**config.mk**
```make
export PLATFORM = sky130hd
export DESIGN_NAME = rits_rx_ingress_ts
export DESIGN_NICKNAME = d
export VERILOG_FILES = /design/src/include/rits_pkg.sv /design/src/include/rits_ts_if.sv /design/src/logic/rits_time_sync_unit.sv /design/src/logic/rits_rx_ingress_ts.sv
export SDC_FILE = /design/constraint.sdc
export NUM_CORES = 1
export LEC_CHECK = 0
export BUFFER_PORTS_ARGS = -buffer_cell sky130_fd_sc_hd__buf_4
export CAP_MARGIN = 10
export CORE_MARGIN = 4
export CORE_UTILIZATION = 55
export DETAILED_ROUTE_END_ITERATION = 12
export PLACE_DENSITY_LB_ADDON = 0.15
export SLEW_MARGIN = 15
export SYNTH_ARGS = -nofsm -noshare
export SYNTH_HDL_FRONTEND = slang
export SYNTH_SLANG_ARGS = --single-unit
```
**constraint.sdc**
```tcl
create_clock -name clock_in -period 5.1 [get_ports clock_in]
set_input_delay 0.51 -clock clock_in [delete_from_list [all_inputs] [get_ports clock_in]]
set_output_delay 0.51 -clock clock_in [all_outputs]
set_load 0.01 [all_outputs]
```
**src/include/rits_pkg.sv**
```systemverilog
`default_nettype none
package rits_pkg;
  localparam int unsigned CLK_PERIOD_NS    = 50;
  // Longest wait for a stamp before the packet is forwarded unstamped.
  localparam int unsigned STAMP_WAIT_NS    = 10000;
  localparam int unsigned STAMP_WAIT_CYCLES = (STAMP_WAIT_NS / CLK_PERIOD_NS) < 1 ? 1 :
                                              (STAMP_WAIT_NS / CLK_PERIOD_NS);
  localparam int unsigned STAMP_LAT_CYCLES = 2;
  localparam int unsigned WAIT_CNT_W       = 16;
  localparam int unsigned TIME_W           = 32;
  localparam int unsigned DATA_W           = 32;
  localparam int unsigned EVT_DEPTH        = 4;
  localparam int unsigned WORD_IDX_W       = 3;
  localparam logic [WORD_IDX_W-1:0] ETYPE_WORD_IDX = 3'h3;
  localparam int unsigned ETYPE_LSB        = 16;
  localparam int unsigned ETYPE_W          = 16;

  typedef enum logic [1:0] {
    RITS_IDLE = 2'h0,
    RITS_WAIT = 2'h1,
    RITS_PASS = 2'h2
  } rits_state_t;
endpackage : rits_pkg
`default_nettype wire

```
**src/include/rits_ts_if.sv**
```systemverilog
`timescale 1ns/10ps
`default_nettype none
interface rits_ts_if;
  logic                        req;
  logic [rits_pkg::TIME_W-1:0] time_now;
  logic                        stamp_valid;
  logic [rits_pkg::TIME_W-1:0] stamp;

  modport unit (input req, output time_now, output stamp_valid, output stamp);
  modport port (output req, input time_now, input stamp_valid, input stamp);
endinterface : rits_ts_if
`default_nettype wire

```
**src/logic/rits_time_sync_unit.sv**
```systemverilog
`timescale 1ns/10ps
`default_nettype none
module rits_time_sync_unit #(
  parameter int unsigned LAT = rits_pkg::STAMP_LAT_CYCLES
) (
  // Clock and reset
  input wire logic clock_in,
  input wire logic rst_b_in,
  // Stamp service
  rits_ts_if.unit  ts
);
  logic [rits_pkg::TIME_W-1:0] time_cnt;
  logic [LAT-1:0]              req_line;
  logic [rits_pkg::TIME_W-1:0] stamp_line [LAT];

  assign ts.time_now    = time_cnt;
  // A stamp exists only for a request that was issued.
  assign ts.stamp_valid = req_line[LAT-1];
  assign ts.stamp       = stamp_line[LAT-1];

  always_ff @(posedge clock_in or negedge rst_b_in) begin
    if (!rst_b_in) begin
      time_cnt <= '0;
      req_line <= '0;
      for (int i = 0; i < LAT; i++) begin
        stamp_line[i] <= '0;
      end
    end else begin
      time_cnt      <= time_cnt + 1'b1;
      req_line[0]   <= ts.req;
      stamp_line[0] <= time_cnt;
      for (int i = 1; i < LAT; i++) begin
        req_line[i]   <= req_line[i-1];
        stamp_line[i] <= stamp_line[i-1];
      end
    end
  end
endmodule : rits_time_sync_unit
`default_nettype wire

```
**src/logic/rits_rx_ingress_ts.sv**
```systemverilog
// Contract
// - Event mode records a stamp when a packet carries the chosen EtherType.
// - Host-timestamp mode stamps every received packet with a clean preamble, not only PTP ones.
// - Host-timestamp mode delivers each stamp alongside its packet on the DMA path.
// - With host-timestamp mode on, each packet waits for a stamp before proceeding.
// - A corrupted preamble means no stamp request is issued for that packet.
// - A missing request yields no stamp; after the wait bound the packet goes to the host unstamped.
// - Clearing the host-stamp enable turns the mode off, so start words pass without the stamp wait.
`timescale 1ns/10ps
`default_nettype none
module rits_rx_ingress_ts #(
  parameter int unsigned WAIT_CYCLES = rits_pkg::STAMP_WAIT_CYCLES,
  parameter int unsigned EVT_DEPTH   = rits_pkg::EVT_DEPTH
) (
  // Clock and reset
  input  wire logic                           clock_in,
  input  wire logic                           rst_b_in,
  // Time-sync control bits
  input  wire logic                           host_stamp_en_in,
  input  wire logic                           evt_en_in,
  input  wire logic [rits_pkg::ETYPE_W-1:0]   evt_ethertype_in,
  // Ingress from the switch ports
  input  wire logic                           pkt_valid_in,
  input  wire logic                           pkt_sop_in,
  input  wire logic                           pkt_eop_in,
  input  wire logic [rits_pkg::DATA_W-1:0]    pkt_data_in,
  input  wire logic                           pkt_preamble_ok_in,
  output var  logic                           pkt_ready_out,
  // Host DMA path
  output var  logic                           dma_valid_out,
  output var  logic                           dma_sop_out,
  output var  logic                           dma_eop_out,
  output var  logic [rits_pkg::DATA_W-1:0]    dma_data_out,
  output var  logic [rits_pkg::TIME_W-1:0]    dma_stamp_out,
  output var  logic                           dma_stamp_ok_out,
  input  wire logic                           dma_ready_in,
  // Event stamp queue
  output var  logic                           evt_valid_out,
  output var  logic [rits_pkg::TIME_W-1:0]    evt_stamp_out,
  input  wire logic                           evt_pop_in,
  output var  logic                           evt_overflow_out
);
  localparam int unsigned PTR_W = $clog2(EVT_DEPTH);
  localparam logic [rits_pkg::WAIT_CNT_W-1:0] WAIT_LAST =
    rits_pkg::WAIT_CNT_W'(WAIT_CYCLES - 1);
  localparam logic [PTR_W:0] EVT_FULL = (PTR_W+1)'(EVT_DEPTH);

  rits_ts_if ts ();

  rits_time_sync_unit u_time_sync (
    .clock_in (clock_in),
    .rst_b_in (rst_b_in),
    .ts       (ts.unit)
  );

  rits_pkg::rits_state_t state;
  rits_pkg::rits_state_t next_state;

  logic [rits_pkg::DATA_W-1:0]     hold_data;
  logic                            hold_eop;
  logic                            stamp_got;
  logic [rits_pkg::TIME_W-1:0]     stamp_hold;
  logic [rits_pkg::WAIT_CNT_W-1:0] wait_cnt;
  logic [rits_pkg::WORD_IDX_W-1:0] word_idx;
  logic [rits_pkg::TIME_W-1:0]     sop_time;
  logic [rits_pkg::TIME_W-1:0]     evt_mem [EVT_DEPTH];
  logic [PTR_W-1:0]                wr_ptr;
  logic [PTR_W-1:0]                rd_ptr;
  logic [PTR_W:0]                  evt_count;

  // Ingress acceptance and stamp request.
  wire accept    = pkt_valid_in & pkt_ready_out;
  wire sop_take  = accept & pkt_sop_in;
  wire out_free  = ~dma_valid_out | dma_ready_in;
  // Only a packet with a clean preamble asks for a stamp.
  assign ts.req  = sop_take & pkt_preamble_ok_in & host_stamp_en_in;

  // Waiting ends on a stamp or on the bound, never on nothing.
  wire timed_out  = (wait_cnt == WAIT_LAST);
  wire stamp_now  = ts.stamp_valid & (state == rits_pkg::RITS_WAIT);
  wire have_stamp = stamp_got | stamp_now;
  wire wait_done  = (state == rits_pkg::RITS_WAIT) & (have_stamp | timed_out) & out_free;
  wire [rits_pkg::TIME_W-1:0] stamp_sel = stamp_got ? stamp_hold : ts.stamp;

  // Word position within the packet, used to find the EtherType.
  wire [rits_pkg::WORD_IDX_W-1:0] cur_idx = pkt_sop_in ? '0 : word_idx;
  wire [rits_pkg::ETYPE_W-1:0] etype_field =
    pkt_data_in[rits_pkg::ETYPE_LSB +: rits_pkg::ETYPE_W];
  wire [rits_pkg::TIME_W-1:0] evt_time = pkt_sop_in ? ts.time_now : sop_time;
  wire etype_hit = accept & evt_en_in & (cur_idx == rits_pkg::ETYPE_WORD_IDX) &
                   (etype_field == evt_ethertype_in);

  // Event queue bookkeeping.
  wire evt_pop   = evt_pop_in & evt_valid_out;
  wire evt_full  = (evt_count == EVT_FULL);
  wire evt_push  = etype_hit & (~evt_full | evt_pop);
  wire evt_drop  = etype_hit & evt_full & ~evt_pop;
  wire [PTR_W-1:0] next_rd_ptr = evt_pop ? PTR_W'(rd_ptr + 1'b1) : rd_ptr;
  wire [PTR_W:0] next_evt_count = evt_count + (PTR_W+1)'(evt_push) - (PTR_W+1)'(evt_pop);
  wire [rits_pkg::TIME_W-1:0] next_evt_head =
    (evt_push & (next_rd_ptr == wr_ptr)) ? evt_time : evt_mem[next_rd_ptr];

  // Loads into the DMA output register.
  wire load_direct = accept & (state != rits_pkg::RITS_WAIT) &
                     ~(pkt_sop_in & host_stamp_en_in);
  wire load_out    = load_direct | wait_done;
  wire next_out_valid = load_out | (dma_valid_out & ~dma_ready_in);

  always_comb begin
    next_state = state;
    unique case (state)
      rits_pkg::RITS_IDLE: begin
        if (sop_take && host_stamp_en_in) begin
          next_state = rits_pkg::RITS_WAIT;
        end else if (sop_take && !pkt_eop_in) begin
          next_state = rits_pkg::RITS_PASS;
        end
      end
      rits_pkg::RITS_WAIT: begin
        if (wait_done) begin
          next_state = hold_eop ? rits_pkg::RITS_IDLE : rits_pkg::RITS_PASS;
        end
      end
      rits_pkg::RITS_PASS: begin
        // A start word cut into an unfinished packet still needs its stamp.
        if (sop_take && host_stamp_en_in) begin
          next_state = rits_pkg::RITS_WAIT;
        end else if (accept && pkt_eop_in) begin
          next_state = rits_pkg::RITS_IDLE;
        end
      end
      default: begin
        next_state = rits_pkg::RITS_IDLE;
      end
    endcase
  end

  always_ff @(posedge clock_in or negedge rst_b_in) begin
    if (!rst_b_in) begin
      state         <= rits_pkg::RITS_IDLE;
      pkt_ready_out <= 1'b0;
      dma_valid_out <= 1'b0;
    end else begin
      state         <= next_state;
      // Ready only when the output register will be empty; costs half rate.
      pkt_ready_out <= (next_state != rits_pkg::RITS_WAIT) & ~next_out_valid;
      dma_valid_out <= next_out_valid;
    end
  end

  always_ff @(posedge clock_in or negedge rst_b_in) begin
    if (!rst_b_in) begin
      dma_sop_out      <= 1'b0;
      dma_eop_out      <= 1'b0;
      dma_data_out     <= '0;
      dma_stamp_out    <= '0;
      dma_stamp_ok_out <= 1'b0;
    end else if (wait_done) begin
      dma_sop_out      <= 1'b1;
      dma_eop_out      <= hold_eop;
      dma_data_out     <= hold_data;
      dma_stamp_out    <= have_stamp ? stamp_sel : '0;
      dma_stamp_ok_out <= have_stamp;
    end else if (load_direct) begin
      dma_sop_out      <= pkt_sop_in;
      dma_eop_out      <= pkt_eop_in;
      dma_data_out     <= pkt_data_in;
      dma_stamp_out    <= '0;
      dma_stamp_ok_out <= 1'b0;
    end
  end

  always_ff @(posedge clock_in or negedge rst_b_in) begin
    if (!rst_b_in) begin
      hold_data  <= '0;
      hold_eop   <= 1'b0;
      stamp_got  <= 1'b0;
      stamp_hold <= '0;
      wait_cnt   <= '0;
    end else if (sop_take && host_stamp_en_in && state != rits_pkg::RITS_WAIT) begin
      hold_data  <= pkt_data_in;
      hold_eop   <= pkt_eop_in;
      stamp_got  <= 1'b0;
      wait_cnt   <= '0;
    end else if (state == rits_pkg::RITS_WAIT) begin
      if (stamp_now && !stamp_got) begin
        stamp_got  <= 1'b1;
        stamp_hold <= ts.stamp;
      end
      if (!timed_out) begin
        wait_cnt <= wait_cnt + 1'b1;
      end
    end
  end

  always_ff @(posedge clock_in or negedge rst_b_in) begin
    if (!rst_b_in) begin
      word_idx <= '0;
      sop_time <= '0;
    end else if (accept) begin
      if (cur_idx != '1) begin
        word_idx <= cur_idx + 1'b1;
      end else begin
        word_idx <= cur_idx;
      end
      if (pkt_sop_in) begin
        sop_time <= ts.time_now;
      end
    end
  end

  always_ff @(posedge clock_in or negedge rst_b_in) begin
    if (!rst_b_in) begin
      wr_ptr           <= '0;
      rd_ptr           <= '0;
      evt_count        <= '0;
      evt_valid_out    <= 1'b0;
      evt_stamp_out    <= '0;
      evt_overflow_out <= 1'b0;
      for (int i = 0; i < EVT_DEPTH; i++) begin
        evt_mem[i] <= '0;
      end
    end else begin
      if (evt_push) begin
        evt_mem[wr_ptr] <= evt_time;
        wr_ptr          <= PTR_W'(wr_ptr + 1'b1);
      end
      rd_ptr           <= next_rd_ptr;
      evt_count        <= next_evt_count;
      evt_valid_out    <= (next_evt_count != '0);
      evt_stamp_out    <= next_evt_head;
      evt_overflow_out <= evt_drop;
    end
  end
endmodule : rits_rx_ingress_ts
`default_nettype wire

```
# Yosys cells after proc, flatten, opt, wreduce, memory -nomap -nowiden

Index checks and enable logic that the tools add are counted.

Flip-flop bits (word level): 455
Bits of input ports: 58
Output and inout port bits: 103
Logic and storage cells: 137

Add/subtract/negate cells: 7
$lt $le $gt $ge: 3
Equality and inequality tests: 11
Mux-type cells: 36
Bitwise gates (word level): 35
Reduce and logical (&&, ||, !) cells: 16

Operator list:

| kind                  | count |
|---|---|
| $mux 32               | 11 |
| $bwmux 128            | 1 |
| $bmux 32 s2           | 1 |
| $demux 32 s2          | 1 |
| $mux 16               | 3 |
| $add 32x1->32 const B | 1 |
| $and 1x1->1           | 20 |
| $add 16x1->16 const B | 1 |
| $eq 16x16->1          | 1 |
| $eq 16x8->1 const B   | 1 |
| $mux 2                | 7 |
| $mux 1                | 9 |
| $not 1->1             | 7 |
| $ge 3x3->1 const B    | 2 |
| $logic_and 1x1->1     | 6 |
| $mux 3                | 2 |
| $ne 2x1->1 const B    | 3 |
| $not 2->3             | 2 |
| $or 1x1->1            | 6 |
| $pmux 2 s3            | 1 |
| $reduce_bool 2->1     | 3 |
| $add 2x1->2 const B   | 2 |
| $reduce_and 2->1      | 2 |
| $add 3x1->3           | 1 |
| 13 further kinds      | 14 |

# Logic depth before layout (Yosys ltp)

Gate-level depths: netlist of run 1.

Depth after elaboration: 10
Mapped depth: 15

# Hierarchy

A second synthesis of run 1 with hierarchy kept.

Cell total of the unflattened synthesis: 1,311
Area total of the unflattened synthesis: 19,028.2 µm²

Modules (own cells, without submodules):

| module              | times used | cells each | area each (µm²) |
|---|---|---|---|
| rits_rx_ingress_ts  | 1          | 1,086      | 15,657.5 |
| rits_time_sync_unit | 1          | 225        | 3,370.7 |

# Worst setup path before layout of run 1

Ideal clock, no wire load.

Path kind: input to register
Start: input pkt_sop_in
End: register evt_valid_out
Data arrival time: 3.528 ns
Required time: 4.969 ns
Path slack: 1.440 ns
Cell stages on the path: 15
Path through: clkbuf_1 -> buf_1 -> clkbuf_1 -> nor2b_1 -> ha_1 -> o2111a_1 -> nand3_1 -> or3_1 -> ha_1 -> inv_1 -> ha_1 -> fa_1 -> xnor2_1 -> xnor2_1 -> or3_1

Longest elaborated chain between the ends: 8

Ends and longest elaborated chain:

| element                   | line                      | text |
|---|---|---|
| from (decl)               | rits_rx_ingress_ts.sv:24  | `input wire logic pkt_sop_in,` |
| $mux 3                    | rits_rx_ingress_ts.sv:86  | `wire [rits_pkg::WORD_IDX_W-1:0] cur_idx = pkt_sop_in ? '0 : word_idx;` |
| $eq 3x2->1                | rits_rx_ingress_ts.sv:90  | `wire etype_hit = accept & evt_en_in & (cur_idx == rits_pkg::ETYPE_WORD_IDX) &` |
| $and 1x1->1 (2 in series) | rits_rx_ingress_ts.sv:90  |  |
| $and 1x1->1               | rits_rx_ingress_ts.sv:96  | `wire evt_push = etype_hit & (~evt_full \| evt_pop);` |
| $add 3x1->3               | rits_rx_ingress_ts.sv:99  | `wire [PTR_W:0] next_evt_count = evt_count + (PTR_W+1)'(evt_push) - (PTR_W+1)'(evt_pop);` |
| $sub 3x1->3               | rits_rx_ingress_ts.sv:99  |  |
| via next_evt_count[2]     | rits_rx_ingress_ts.sv:99  |  |
| $reduce_bool 3->1         | rits_rx_ingress_ts.sv:230 | `evt_valid_out <= (next_evt_count != '0);` |
| to (signal assigned)      | rits_rx_ingress_ts.sv:230 |  |
| to (decl)                 | rits_rx_ingress_ts.sv:38  | `output var logic evt_valid_out,` |

The timed path passes the listed nets, and every way through them passes these cells.
A chain may end at the register's enable or synchronous reset.

# Worst setup path in the final report of run 1

Start: register pkt_ready_out
End: register evt_valid_out

Longest elaborated chain between the ends: 8

Ends and longest elaborated chain:

| element                   | line                      | text |
|---|---|---|
| from (decl)               | rits_rx_ingress_ts.sv:28  | `output var logic pkt_ready_out,` |
| from (signal assigned)    | rits_rx_ingress_ts.sv:146 | `pkt_ready_out <= (next_state != rits_pkg::RITS_WAIT) & ~next_out_valid;` |
| $and 1x1->1               | rits_rx_ingress_ts.sv:72  | `wire accept = pkt_valid_in & pkt_ready_out;` |
| $and 1x1->1 (3 in series) | rits_rx_ingress_ts.sv:90  |  |
| $and 1x1->1               | rits_rx_ingress_ts.sv:96  |  |
| $add 3x1->3               | rits_rx_ingress_ts.sv:99  |  |
| $sub 3x1->3               | rits_rx_ingress_ts.sv:99  |  |
| via next_evt_count[2]     | rits_rx_ingress_ts.sv:99  |  |
| $reduce_bool 3->1         | rits_rx_ingress_ts.sv:230 |  |

The timed path passes the listed nets, and every way through them passes these cells.

==> results of run 1 <==
per-stage QoR:
step	std cells	hold slack, ns	total power, mW	worst slack, ns	cell area, sq um
after floorplan	1374	0.214	5.33	1.44	18700
final	2005	0.0371	9.48	1.92	21900
after global placement	1921	0.332	5.95	1.49	20300
after global routing	2005	0.0675	9.97	1.78	21900
after detailed placement	1921	0.335	5.99	1.46	20300
after CTS	2005	0.0916	9.60	1.91	21900
Yosys cell counts (9+ instances only):
library cell               number  area, sq um
sky130_fd_sc_hd__dfrtp_1      455        11400
sky130_fd_sc_hd__mux4_2        32          721
sky130_fd_sc_hd__nor2_1        25         93.8
sky130_fd_sc_hd__xnor2_1       30          263
sky130_fd_sc_hd__xor2_1        27          236
sky130_fd_sc_hd__nand4_1       17          106
sky130_fd_sc_hd__buf_2         14         70.1
sky130_fd_sc_hd__buf_1         14         52.6
sky130_fd_sc_hd__nand3_1       87          435
sky130_fd_sc_hd__o21ai_0       38          190
sky130_fd_sc_hd__ha_1           9          113
sky130_fd_sc_hd__clkbuf_1      46          173
sky130_fd_sc_hd__mux2_4        30          450
sky130_fd_sc_hd__mux2_2       220         2480
sky130_fd_sc_hd__inv_1         13         48.8
sky130_fd_sc_hd__and3_1        12         75.1
sky130_fd_sc_hd__a22oi_1       65          488
sky130_fd_sc_hd__nand2_1      162          608
flip-flops by register name (all words and copies together) (netlist names), 3 cells and up:
signal / count
u_time_sync.stamp_line: 32
evt_mem: 128
dma_stamp_out: 32
dma_data_out: 32
u_time_sync.ts.stamp: 32
sop_time: 32
stamp_hold: 32
u_time_sync.ts.time_now: 32
wait_cnt: 16
word_idx: 3
evt_stamp_out: 32
evt_count: 3
hold_data: 32
power by group through the flow:
stage               clock, mW  sequential, mW  combinational, mW
finish                   3.58            4.25               1.65
global route             3.83            4.30               1.84
CTS                      3.66            4.25               1.69
detailed placement          0            4.31               1.68
global placement            0            4.30               1.65
floorplan                   0            4.32               1.00
cell usage in the layout, fill, tap and decap left out, drive strengths merged, types with 5 or more instances in the layout:
cell | Yosys | routed
a22oi | 65 | 65
and3 | 13 | 13
and4 | 5 | 5
buf | 35 | 180
bufinv | 0 | 7
clkbuf | 46 | 64
clkinv | 0 | 13
dfrtp | 455 | 455
ha | 9 | 9
inv | 13 | 13
mux2 | 258 | 258
mux4 | 32 | 32
nand2 | 162 | 162
nand3 | 87 | 87
nand4 | 17 | 17
nor2 | 25 | 25
nor2b | 8 | 8
nor4 | 5 | 5
o21ai | 38 | 38
xnor2 | 30 | 30
xor2 | 27 | 27
worst max path at each step:
| stage | start | end |
|---|---|---|
| after floorplan | pkt_sop_in | evt_valid_out |
| after global placement | pkt_data_in[26] | evt_valid_out |
| after detailed placement | pkt_sop_in | evt_valid_out |
| after CTS | pkt_ready_out | evt_valid_out |
| after global routing | pkt_ready_out | evt_valid_out |
| final | pkt_ready_out | evt_valid_out |
routing by layer:
metal  vias up  track usage  share of wire
li1       5173            -              -
met1      5622        0.311           0.48
met2       179        0.314           0.46
met3        57       0.0307          0.038
met4         0       0.0513          0.024
met5         -            0              0
cell type report:
cell class	count	area, sq um	share of cell area
clock buffers	64	1370	0.0626
clock inverters	20	275	0.0126
inverters	13	48.8	0.00223
multi-input cells	825	6900	0.315
flip-flops and latches	455	11400	0.519
well taps	448	561	0.0256
repair buffers	180	1380	0.0631
logic make-up (layout without fill, tap and decap cells):
group                    count (synthesis)  after routing  synth area share
AO/OA/AOI/OAI                          122            122            0.0441
multiplexers                           290            290             0.200
XOR/XNOR                                59             59            0.0292
AND/OR/NAND/NOR                        344            344            0.0866
flip-flops                             455            455             0.610
adder cells (fa/ha/maj)                 10             10           0.00711
buffers and inverters                   94            277            0.0221
==> summary by stage, run 1 <==
GRT
The number of global-route vias before repair is 11309. The first global-routing pass estimated just over 60000 um of wire. The initial antenna violation count is 0. The aggregate global routing overflow is 0. Across every metal layer, demand over resource in global routing totals 0.205. The largest net degree at the start of global routing is roughly 150.

Drt
For this run, design rule violations remaining after detail routing come to 0. The count of nets left with antenna violations after detail routing is 0. In the final routed layout, each cell accounts on average for roughly 19 um.

The routed layout has between 10000 and 15000 vias. After detailed routing, the number of vias per cell comes to 5.50. The iteration-0 DRC count of the detailed router is between 500 and 600. The total length of routed wires is ~37000 um. The detailed-router iteration count before antenna repair is 4.

Pwr
The leakage dissipation is 10.9 nW. Of the total power, the share spent switching nets is 0.268. The total internal power is slightly below 7 mW. Summed over all nets, the switching power comes to 2.54 mW. The power share of the combinational group is 0.174. The share of total power dissipated in the clock network is 0.377. The highest ir drop seen on vdd is approximately 0.27 mV. Power spread over the standard cell area amounts to ~430 mW/mm^2. The part of the power in registers is 0.448.

Die
The height of the chip is just under 200 um. The die span in x is between 150 and 200 um. The floorplan has 67 rows.

The initial utilization of the core area, before any placement, comes to 0.556. The die covers ~0.037 sq mm. The top-level port count is 161. The placeable core area is around 0.034 sq mm.

Timing
The final critical delay including setup and external delays is ~3.2 ns. Measured against its own limit, the worst slew margin works out to 0.378. The number of hold violations in the final report is 0. Setup violations remaining at the end of the flow were counted as 0. Setup repair after global routing left no endpoint under its margin. The share of the cycle needed by the critical path after routing is 0.623. At the pin with the least slew margin, the transition time is between 0.9 and 1 ns. In the final timing run, aggregate negative setup slack is 0 ns. For this run, the top clock speed supported by timing is about 0.31 GHz. The worst clock skew is approximately 0.015 ns. The number of slew-limit violations in the final report was 0.

Clock network
The post-CTS setup-driven buffer insertion count is 0. The tree built by TritonCTS fans out to roughly 460 sinks. The worst-skew pair later-pin latency is between 0.5 and 0.6 ns. Clock tree synthesis selected as its root buffer the cell sky130_fd_sc_hd__clkbuf_16. The number of H-tree levels is 2. The number of buffers inserted during clock tree synthesis is between 40 and 50. The count of cells resized by post-cts repair is 0. The number of buffers added to fix hold violations after cts is 0.

TritonCTS built the clock tree. Clock-pin slew was measured on the worst setup and hold paths at 0.06 ns. No sink is reached through more buffers than the 3 on the longest clock path.

Yosys
The synthesized design contains 0 enable-type register cells. The cell area that synthesis handed to floorplanning was 0.0187 sq mm. The number of nets in the synthesized netlist is between 1000 and 1500.

The synthesized area per cell is roughly 14 sq um. The count of cell types in the netlist is 51. The number of instances in the synthesized netlist is between 1000 and 1500.

In the synthesized netlist the dominant register cell turns out to be sky130_fd_sc_hd__dfrtp_1. Synthesis inferred between 400 and 500 register bits. For this run, the register share of the synthesized area comes to 0.610. Counting flops with an async set or reset pin after synthesis yields a share of 1.00. The count of yosys warnings during synthesis is 0.

Worst setup path
By startpoint and endpoint, the worst setup path is classified as flop to flop. The critical path crosses 11 cells after its start point. The required time reported for the critical path endpoint is between 5 and 6 ns. The worst setup path is captured at a flop. The launching element type of the critical path is a flop. The slowest cell on the critical path is sky130_fd_sc_hd__or3_1. Together, buffers and inverters on the worst path number 1. The critical path goes through and2_0 > o2111a_1 > nand3_1 > or3_1 > ha_1 > inv_1 > ha_1 > fa_1 > xnor2_1 > xnor2_1 > or3_1. For this run, the slowest stage of the critical path takes roughly 0.48 ns. The endpoint of the worst-slack reg-to-reg timing path is evt_valid_out. Along the worst path, the maximum fanout reaches 6. The kind of cell with the highest combined delay on the critical path is simple AND/OR/NAND/NOR gates. The cell depth of the worst flop-to-flop path is 11. At the worst endpoint, the arrival time is between 3 and 4 ns. The critical register-to-register path startpoint is pkt_ready_out. The minimum setup slack among reg-to-reg paths is 1.92 ns.

Run
Max-cap violations in this run came to 0.

Run status
The flow ran to the end, and the final reports show no timing, DRC or antenna violations.

Place
The total half-perimeter wirelength after legalization and detailed placement is between 20000 and 25000 um. The count of buffers inserted at the top-level ports is 160. At the end of routability-driven placement, the weighted congestion stood at 0.774.

Final layout
The final layout net count is approximately 1600. Of the cells placed in the final design, the portion with a size suffix greater than 1 is 0.355. Counting the fill cells in the layout gives between 2000 and 3000. The count of inserted antenna diode cells is 0.

The utilization after layout is 0.654. The area growth from synthesis to layout is 17.6%.

Min path
The class of the tightest hold or removal check is input pin to async pin.
Note: power is estimated with default switching activity, not from simulation.
==> run 2, diff against run 1 <==
- CORE_UTILIZATION: 55 -> 54
- clock period: 5.1 -> 2.7 ns (I/O delays scaled with it)
==> summary by stage, run 2 (same netlist as run 1, synthesis figures left out) <==
Drt
The iteration-0 DRC count of the detailed router is 571 (+0.53%). The total number of vias came to 11558 (+4.8%). The via density per instance is 5.56 (+1.1%). The average detailed-routed wire length per instance was 18.7 um (+0.62%). The final routed DRC violation total is 0 (unchanged).

The count of nets left with antenna violations after detail routing is 0 (unchanged). The detailed-router iteration count before antenna repair is 4 (unchanged). The total length of routed wires is 38900 um (+4.3%).

Pwr
The leakage dissipation is 11.3 nW (+3.8%). The highest ir drop seen on vdd is 0.503 mV (+84%). The overall power consumption is 18.2 mW (+92%). The part of the power in registers came to 0.443 (-0.005). The power share of the combinational group was 0.186 (+0.012).

The clock network fraction of total power is 0.371 (-0.006). The net switching power figure is 4.95 mW (+95%). The power density relative to cell area was 798 mW/mm^2 (+85%). The total internal power is 13.2 mW (+91%).

The share of total power consumed by net switching is 0.272 (+0.00443).

GRT
The combined global-route utilization of all metal layers is 0.210 (+0.00507). The number of global-route vias before repair came to 12084 (+6.9%). The initial antenna violation count is 1 (+1). The aggregate global routing overflow is 0 (unchanged).

The first-pass GRT wire length was 65400 um (+7.2%). The largest net degree at the start of global routing is 91 (-37%).

Worst setup path
The slowest cell on the critical path is sky130_fd_sc_hd__or3_4. The largest stage delay on the critical path came to 0.43 ns (-0.05 ns). The number of buffers and inverters on the critical path was 1 (unchanged). The endpoint arrival time on the critical path is 3.32 ns (-0.27 ns). STA classifies the critical path startpoint as a flop.

The required time reported for the critical path endpoint was 3.12 ns (-2.40 ns). The signal on the critical path passes through nor2b_4 > ha_4 > o2111a_2 > nand3_2 > or3_4 > ha_4 > inv_2 > ha_4 > fa_2 > xnor2_2 > xnor2_1 > or3_1. The kind of cell with the highest combined delay on the critical path is simple AND/OR/NAND/NOR gates.

The maximum fanout along the worst path is 2 (-4). The critical setup path kind is flop to flop. The worst setup path is captured at a flop.

The cell seen most often among critical-path stages is sky130_fd_sc_hd__ha_4.

Clock network
The clock sink count is 455 (unchanged). The number of buffers inserted during clock tree synthesis is 47 (unchanged). The worst-skew pair later-pin latency is 0.55 ns (about the same). The clock-pin slew reported for the worst setup and hold paths after clock tree synthesis was 0.06 ns (about the same). The clock tree from TritonCTS is built.

The number of H-tree levels is 2 (unchanged). The cell sitting at the root of the clock tree is a sky130_fd_sc_hd__clkbuf_16. The number of buffers between clock root and the deepest sink is 3 (unchanged).

Die
The die span in x is 194 um (+0.88%). The top-level port count is 161 (unchanged). The area of the die is 0.0376 sq mm (+1.8%). The initial standard-cell utilization of the core is 0.552 (-0.00414). The row count is 67 (unchanged).

The height of the chip came to 194 um (+0.88%). The placeable core area is 0.0338 sq mm (+0.75%).

Final layout
More flip-flops sit in one register than any other, and that register is evt_mem. The register cell area after layout is 0.0114 sq mm (unchanged). The fraction of final layout cells with drive strength greater than 1 is 0.380 (+0.0246). The combined area of the multi-input logic cells is 0.00697 sq mm (+1.1%). From synthesis to final layout, the design area changed by 22.1%. The number of fill cells in the layout is 2397 (-4.7%).

In the layout the commonest cells are sky130_fd_sc_hd__dfrtp_1 (455), sky130_fd_sc_hd__mux2_2 (220), sky130_fd_sc_hd__buf_4 (213), sky130_fd_sc_hd__nand2_1 (162), sky130_fd_sc_hd__nand3_1 (86). The number of flip-flops under the largest register name was 128 (unchanged). The count of inserted antenna diode cells is 0 (unchanged). Leaving out fill and tap cells, the most frequent cell in the layout is sky130_fd_sc_hd__dfrtp_1. The final layout net count was 1660 (+4.4%). The finished layout cell area is 0.0228 sq mm (+3.9%).

Timing
The number of hold violations in the final report is 0 (unchanged). The final critical delay including setup and external delays is 2.90 ns (-0.282 ns). The maximum achievable frequency came to 0.345 GHz (+9.7%). Setup repair after global routing could not meet its margin everywhere. The share of the cycle needed by the critical path after routing is 1.07 (+0.450).

The post-route worst setup slack came to -0.198 ns (-2.12 ns). The slew at the pin with the worst max-slew slack is 0.801 ns (-0.131 ns). The relative slew slack came to 0.466 (+0.0875). The worst clock skew is 0.0190 ns (+0.00390 ns).

The number of slew-limit violations in the final report was 0 (unchanged). The final setup violation count is 1 (+1).

Run
The max-cap violation count was 0 (unchanged).

Place
The final RePlAce weighted congestion is 0.801 (+3.5%). The total half-perimeter wirelength after legalization and detailed placement came to 25000 um (+6.1%). The placement-stage cell area came to 0.0209 sq mm (+2.9%). The count of buffers inserted at the top-level ports is 160 (unchanged).

Run status
The final reports fail on negative setup slack. The run finished, with violations left.

Min path
The worst hold path belongs to the class input pin to flop.
-- run 2: changes by cell type in the layout (fill, tap and decap cells not counted), moves of 3 or more --
| cell | previous run | this run |
|---|---|---|
| sky130_fd_sc_hd__ha_4 | 0 | 3 |
| sky130_fd_sc_hd__clkbuf_8 | 9 | 14 |
| sky130_fd_sc_hd__clkinvlp_4 | 0 | 3 |
| sky130_fd_sc_hd__ha_1 | 9 | 6 |
| sky130_fd_sc_hd__clkinv_2 | 13 | 9 |
| sky130_fd_sc_hd__buf_4 | 177 | 213 |
| sky130_fd_sc_hd__dlygate4sd3_1 | 0 | 19 |
| sky130_fd_sc_hd__buf_12 | 2 | 17 |
-- run 2: final cells by class --
type                       instances  share of cell area
multi-input combinational        825               0.306
timing repair buffer             250              0.0942
clock inverter                    20              0.0110
sequential                       455               0.500
inverter                          13             0.00214
tap                              448              0.0246
clock buffer                      67              0.0620
-- run 2: routing by layer --
layer	track usage	vias up	share of wire
met5	0	-	0.00033
met3	0.0377	60	0.040
met2	0.327	202	0.47
li1	-	5313	-
met1	0.314	5981	0.47
met4	0.0482	2	0.018
-- run 2: power groups by stage --
stage | combinational (mW) | clock (mW) | sequential [mW]
detailed placement | 3.39 | 0 | 8.15
CTS | 3.43 | 6.90 | 8.05
global route | 3.73 | 7.20 | 8.14
floorplan | 1.92 | 0 | 8.17
finish | 3.38 | 6.74 | 8.06
global placement | 3.31 | 0 | 8.13
-- run 2: final timing paths --
check | from | to | slack [ns] | depth (start not counted)
min | pkt_data_in[24] | hold_data[24] | 0.03 | 4
max | word_idx[0] | evt_valid_out | -0.20 | 12
max reg2reg | word_idx[0] | evt_valid_out | -0.20 | 12
max in group asynchronous | rst_b_in | u_time_sync.ts.stamp[17] | 1.55 | 3
min reg2reg | u_time_sync.stamp_line[32] | u_time_sync.ts.stamp[0] | 0.34 | 0
min in group asynchronous | rst_b_in | dma_stamp_out[3] | 0.36 | 2
-- run 2: through the flow --
stage	hold WS, ns	cells	TNS, ns	setup slack, ns	utilization
2_1_floorplan	-0.0256	1374	-0.442	-0.369	-
3_3_place_gp	0.332	1970	-0.458	-0.379	0.618
3_5_place_dp	0.335	1970	-0.550	-0.426	0.618
4_1_cts	0.0166	2077	-0.179	-0.179	0.673
5_1_grt	0.0429	2078	-0.300	-0.300	0.674
6_report	0.0347	2078	-0.198	-0.198	0.674
-- run 2: worst min-delay path, delay by kind of cell --
kind                   cells  cell delay (ns)
and+or+nand+nor            2             0.09
buffers and inverters      2             0.19
-- run 2: repair_timing --
action | in CTS | in global routing
setup endpoints to repair | 1 | 1
hold buffers | 19 | 0
setup buffers | 1 | 1
hold endpoints to repair | 107 | 0
pin swaps | 0 | 3
gates resized for setup | 4 | 3
==> run 3, diff against run 2 <==
- ABC_AREA: unset -> 1
- CELL_PAD_IN_SITES_DETAIL_PLACEMENT: unset -> 1
- CELL_PAD_IN_SITES_GLOBAL_PLACEMENT: unset -> 2
- CORE_UTILIZATION: 54 -> 34
==> summary by stage, run 3 <==
Run status
The run finished with clean final reports.

Worst setup path
STA classifies the critical path endpoint as a flop. The minimum setup slack among reg-to-reg paths is 0.02 ns (+0.22 ns). Traced cell by cell, the critical path runs through inv_1 > nor2_1 > ha_2 > inv_2 > nor2_2 > nand2_2 > nor2_4 > nand3_2 > nor2_4 > nand2_4 > ha_4 > inv_2 > ha_4 > fa_2 > xor2_1 > or3_1. The endpoint arrival time on the critical path came to 3.15 ns (-0.17 ns).

The slowest cell on the critical path is sky130_fd_sc_hd__dfrtp_1. The kind of cell with the highest combined delay on the critical path is simple AND/OR/NAND/NOR gates. The maximum fanout along the worst path came to 2 (unchanged). The launching element type of the critical path is a flop. The critical path is of the flop to flop type. The required time reported for the critical path endpoint is 3.17 ns (+0.05 ns).

The number of buffers and inverters on the critical path is 3 (+2). The largest stage delay on the critical path was 0.35 ns (-0.08 ns).

Pwr
The total internal power is 14.0 mW (+6.0%). The power density relative to cell area is 858 mW/mm^2 (+7.6%). The part of the power in registers is 0.396 (-0.047). The leakage dissipation is 12.0 nW (+6.8%). The clock network fraction of total power was 0.346 (-0.025). The overall power consumption was 21.0 mW (+15%). The power share of the combinational group is 0.258 (+0.072). The net switching power figure is 6.95 mW (+41%). The share of total power consumed by net switching is 0.332 (+0.0594).

The highest ir drop seen on vdd is 0.431 mV (-14%).

Timing
The number of hold violations in the final report came to 0 (unchanged). The worst hold margin is 0.0511 ns (+0.0164 ns). The relative slew slack came to 0.389 (-0.0768). The number of slew-limit violations in the final report is 0 (unchanged). The share of the cycle needed by the critical path after routing is 0.993 (-0.0801). The final setup violation count is 0 (-1). The worst clock skew is 0.0137 ns (-0.00531 ns).

Setup repair after global routing could not meet its margin everywhere. The final critical delay including setup and external delays is 2.68 ns (-0.216 ns). The slew at the pin with the worst max-slew slack came to 0.907 ns (+0.106 ns). The maximum achievable frequency is 0.373 GHz (+8.1%).

Place
The number of instances in the placed design was 3017 (+53%). The count of buffers inserted at the top-level ports is 160 (unchanged). The total half-perimeter wirelength after legalization and detailed placement was 38200 um (+53%). The placement-stage cell area is 0.0222 sq mm (+6.4%). The final RePlAce weighted congestion was 0.776 (-3.2%).

Final layout
The library cells used most frequently in the layout, excluding fill and tap cells, are sky130_fd_sc_hd__nand2_1 (574), sky130_fd_sc_hd__dfrtp_1 (455), sky130_fd_sc_hd__buf_4 (240), sky130_fd_sc_hd__o21ai_0 (187), sky130_fd_sc_hd__nand4_1 (178). The area growth from synthesis to layout is 22.8%. The fraction of final layout cells with drive strength greater than 1 is 0.174 (-0.205). The count of inserted antenna diode cells is 0 (unchanged). The number of flip-flops under the largest register name was 128 (unchanged).

The library cell used most frequently in the layout, excluding fill and tap cells, is sky130_fd_sc_hd__nand2_1. The largest register by flop count is evt_mem. The finished layout cell area is 0.0244 sq mm (+7.3%). The number of fill cells in the layout is 6592 (+180%). The register cell area after layout was 0.0114 sq mm (unchanged).

The filler-free cell count of the finished design was 3155 (+52%). The final layout net count is 2417 (+46%). The combined area of the multi-input logic cells is 0.00730 sq mm (+4.6%).

GRT
The initial antenna violation count is 1 (unchanged). The combined global-route utilization of all metal layers is 0.195 (-0.0144). The largest net degree at the start of global routing is 137 (+51%). The number of global-route vias before repair was 17306 (+43%). The aggregate global routing overflow was 0 (unchanged). The first-pass GRT wire length is 99700 um (+52%).

Clock network
The clock sink count is 455 (unchanged). The number of buffers between clock root and the deepest sink is 3 (unchanged). The number of H-tree levels is 2 (unchanged).

TritonCTS built the clock tree. Clock tree synthesis selected as its root buffer the cell sky130_fd_sc_hd__clkbuf_16. The worst-skew pair later-pin latency is 0.60 ns (+0.05 ns). The clock-pin slew reported for the worst setup and hold paths after clock tree synthesis is 0.06 ns (about the same). The number of buffers inserted during clock tree synthesis is 52 (+11%).

Die
The die span in x is 250 um (+29%). The height of the chip is 250 um (+29%). The top-level port count is 161 (unchanged). The area of the die is 0.0624 sq mm (+66%). The placeable core area is 0.0578 sq mm (+71%). The row count was 88 (+31%). The initial standard-cell utilization of the core came to 0.344 (-0.208).

Yosys
The number of flops mapped to enable cells by yosys came to 0 (unchanged). The sequential element share of the synthesized area is 0.573 (-0.0379). The share of synthesized registers carrying an async set or reset was 1.00 (unchanged).

The number of nets in the synthesized netlist is 2219 (+54%). The biggest area contributor in the post-synthesis netlist is sky130_fd_sc_hd__dfrtp_1. The synthesized area per cell came to 9.25 sq um (-32%). By count the netlist is led by sky130_fd_sc_hd__nand2_1 (578), sky130_fd_sc_hd__dfrtp_1 (455), sky130_fd_sc_hd__o21ai_0 (187).

The count of cell types in the netlist is 38 (-25%). In the synthesized netlist the dominant register cell turns out to be sky130_fd_sc_hd__dfrtp_1. Among all cell types in the netlist, the one instantiated most often is sky130_fd_sc_hd__nand2_1. The proportion of netlist area held by the largest area contributor is 0.573 (-0.0379). Sorting the synthesized cells by area gives the leading types as sky130_fd_sc_hd__dfrtp_1 (57%), sky130_fd_sc_hd__nand2_1 (11%), sky130_fd_sc_hd__nand4_1 (5.6%). The synthesized cell area is 0.0199 sq mm (+6.6%).

The flip-flop and latch count after synthesis is 455 (unchanged). The count of yosys warnings during synthesis is 0 (unchanged). The number of instances in the synthesized netlist is 2151 (+57%).

Drt
The total number of vias is 16277 (+41%). The via density per instance is 5.16 (-7.2%). The iteration-0 DRC count of the detailed router is 887 (+55%).

The average detailed-routed wire length per instance came to 19.8 um (+5.7%). The detailed-router iteration count before antenna repair is 7 (+3). The count of nets left with antenna violations after detail routing is 0 (unchanged). The total length of routed wires is 62400 um (+60%). The final routed DRC violation total is 0 (unchanged).

Run
The max-cap violation count is 0 (unchanged).

Min path
In this run the worst hold path is classified as input pin to flop.
==> run 3: kinds of logic after synthesis <==
| group | Yosys count | synth area share |
|---|---|---|
| buffers and inverters | 284 | 0.0644 |
| XOR/XNOR | 43 | 0.0189 |
| AO/OA/AOI/OAI | 316 | 0.0902 |
| multiplexers | 32 | 0.0181 |
| flip-flops | 455 | 0.573 |
| adder cells (fa/ha/maj) | 10 | 0.00667 |
| AND/OR/NAND/NOR | 1011 | 0.229 |
==> run 3: power groups by stage <==
stage | Sequential [mW] | Combinational (mW) | Clock [mW]
floorplan | 8.48 | 2.86 | 0
global placement | 8.39 | 5.28 | 0
detailed placement | 8.43 | 5.37 | 0
CTS | 8.31 | 5.48 | 7.48
global route | 8.41 | 6.10 | 7.79
finish | 8.30 | 5.41 | 7.26
==> run 3: area by class of cell <==
class | count | share of cell area
clock inverters | 23 | 0.0108
clock buffers | 72 | 0.0613
inverters | 137 | 0.0210
repair buffers | 291 | 0.103
well taps | 765 | 0.0392
flip-flops and latches | 455 | 0.466
multi-input cells | 1412 | 0.299
==> run 3: stage by stage <==
step	utilization	setup TNS [ns]	setup slack, ns
final	0.423	0	0.0185
after floorplan	-	-0.106	-0.106
after global placement	0.384	-0.123	-0.123
after detailed placement	0.384	-0.178	-0.178
after CTS	0.421	-0.0537	-0.0537
after global routing	0.423	-0.222	-0.202
==> run 3: worst reg2reg max path, stage by stage, from the launching register on <==
cell and delay, ns:
sky130_fd_sc_hd__dfrtp_1 0.35, sky130_fd_sc_hd__inv_1 0.04, sky130_fd_sc_hd__nor2_1 0.09, sky130_fd_sc_hd__ha_2 0.19, sky130_fd_sc_hd__inv_2 0.04, sky130_fd_sc_hd__nor2_2 0.08
sky130_fd_sc_hd__nand2_2 0.09, sky130_fd_sc_hd__nor2_4 0.11, sky130_fd_sc_hd__nand3_2 0.10, sky130_fd_sc_hd__nor2_4 0.15, sky130_fd_sc_hd__nand2_4 0.06, sky130_fd_sc_hd__ha_4 0.26
sky130_fd_sc_hd__inv_2 0.03, sky130_fd_sc_hd__ha_4 0.15, sky130_fd_sc_hd__fa_2 0.33, sky130_fd_sc_hd__xor2_1 0.17, sky130_fd_sc_hd__or3_1 0.30
==> run 3: path summary, 6_finish.rpt <==
check                                              to                       start  cells past startpoint
hold reg to reg               u_time_sync.ts.stamp[9]  u_time_sync.stamp_line[41]                      0
setup / recovery                        evt_valid_out                 word_idx[0]                     16
max in group asynchronous  u_time_sync.ts.time_now[8]                    rst_b_in                      3
min in group asynchronous                 wait_cnt[6]                    rst_b_in                      2
hold / removal                          dma_valid_out                dma_ready_in                      4
setup reg to reg                        evt_valid_out                 word_idx[0]                     16
==> run 3: what timing repair did <==
item / 4_1_cts / 5_1_grt
resized for setup: 2 / 4
setup endpoints to repair: 2 / 138
pin swaps: 6 / 4
gates cloned: 0 / 3
endpoints found under the hold margin: 120 / 0
setup buffers: 8 / 2
hold buffers: 31 / 0
==> run 3: layer usage <==
layer / share of wire / up-vias / wire (um) / track usage
met3: 0.038 / 69 / 2380 / 0.0296
li1: - / 7637 / - / -
met2: 0.48 / 297 / 29700 / 0.322
met1: 0.47 / 8272 / 29400 / 0.276
met5: 0.00016 / - / 10 / 0
met4: 0.016 / 2 / 1010 / 0.0406
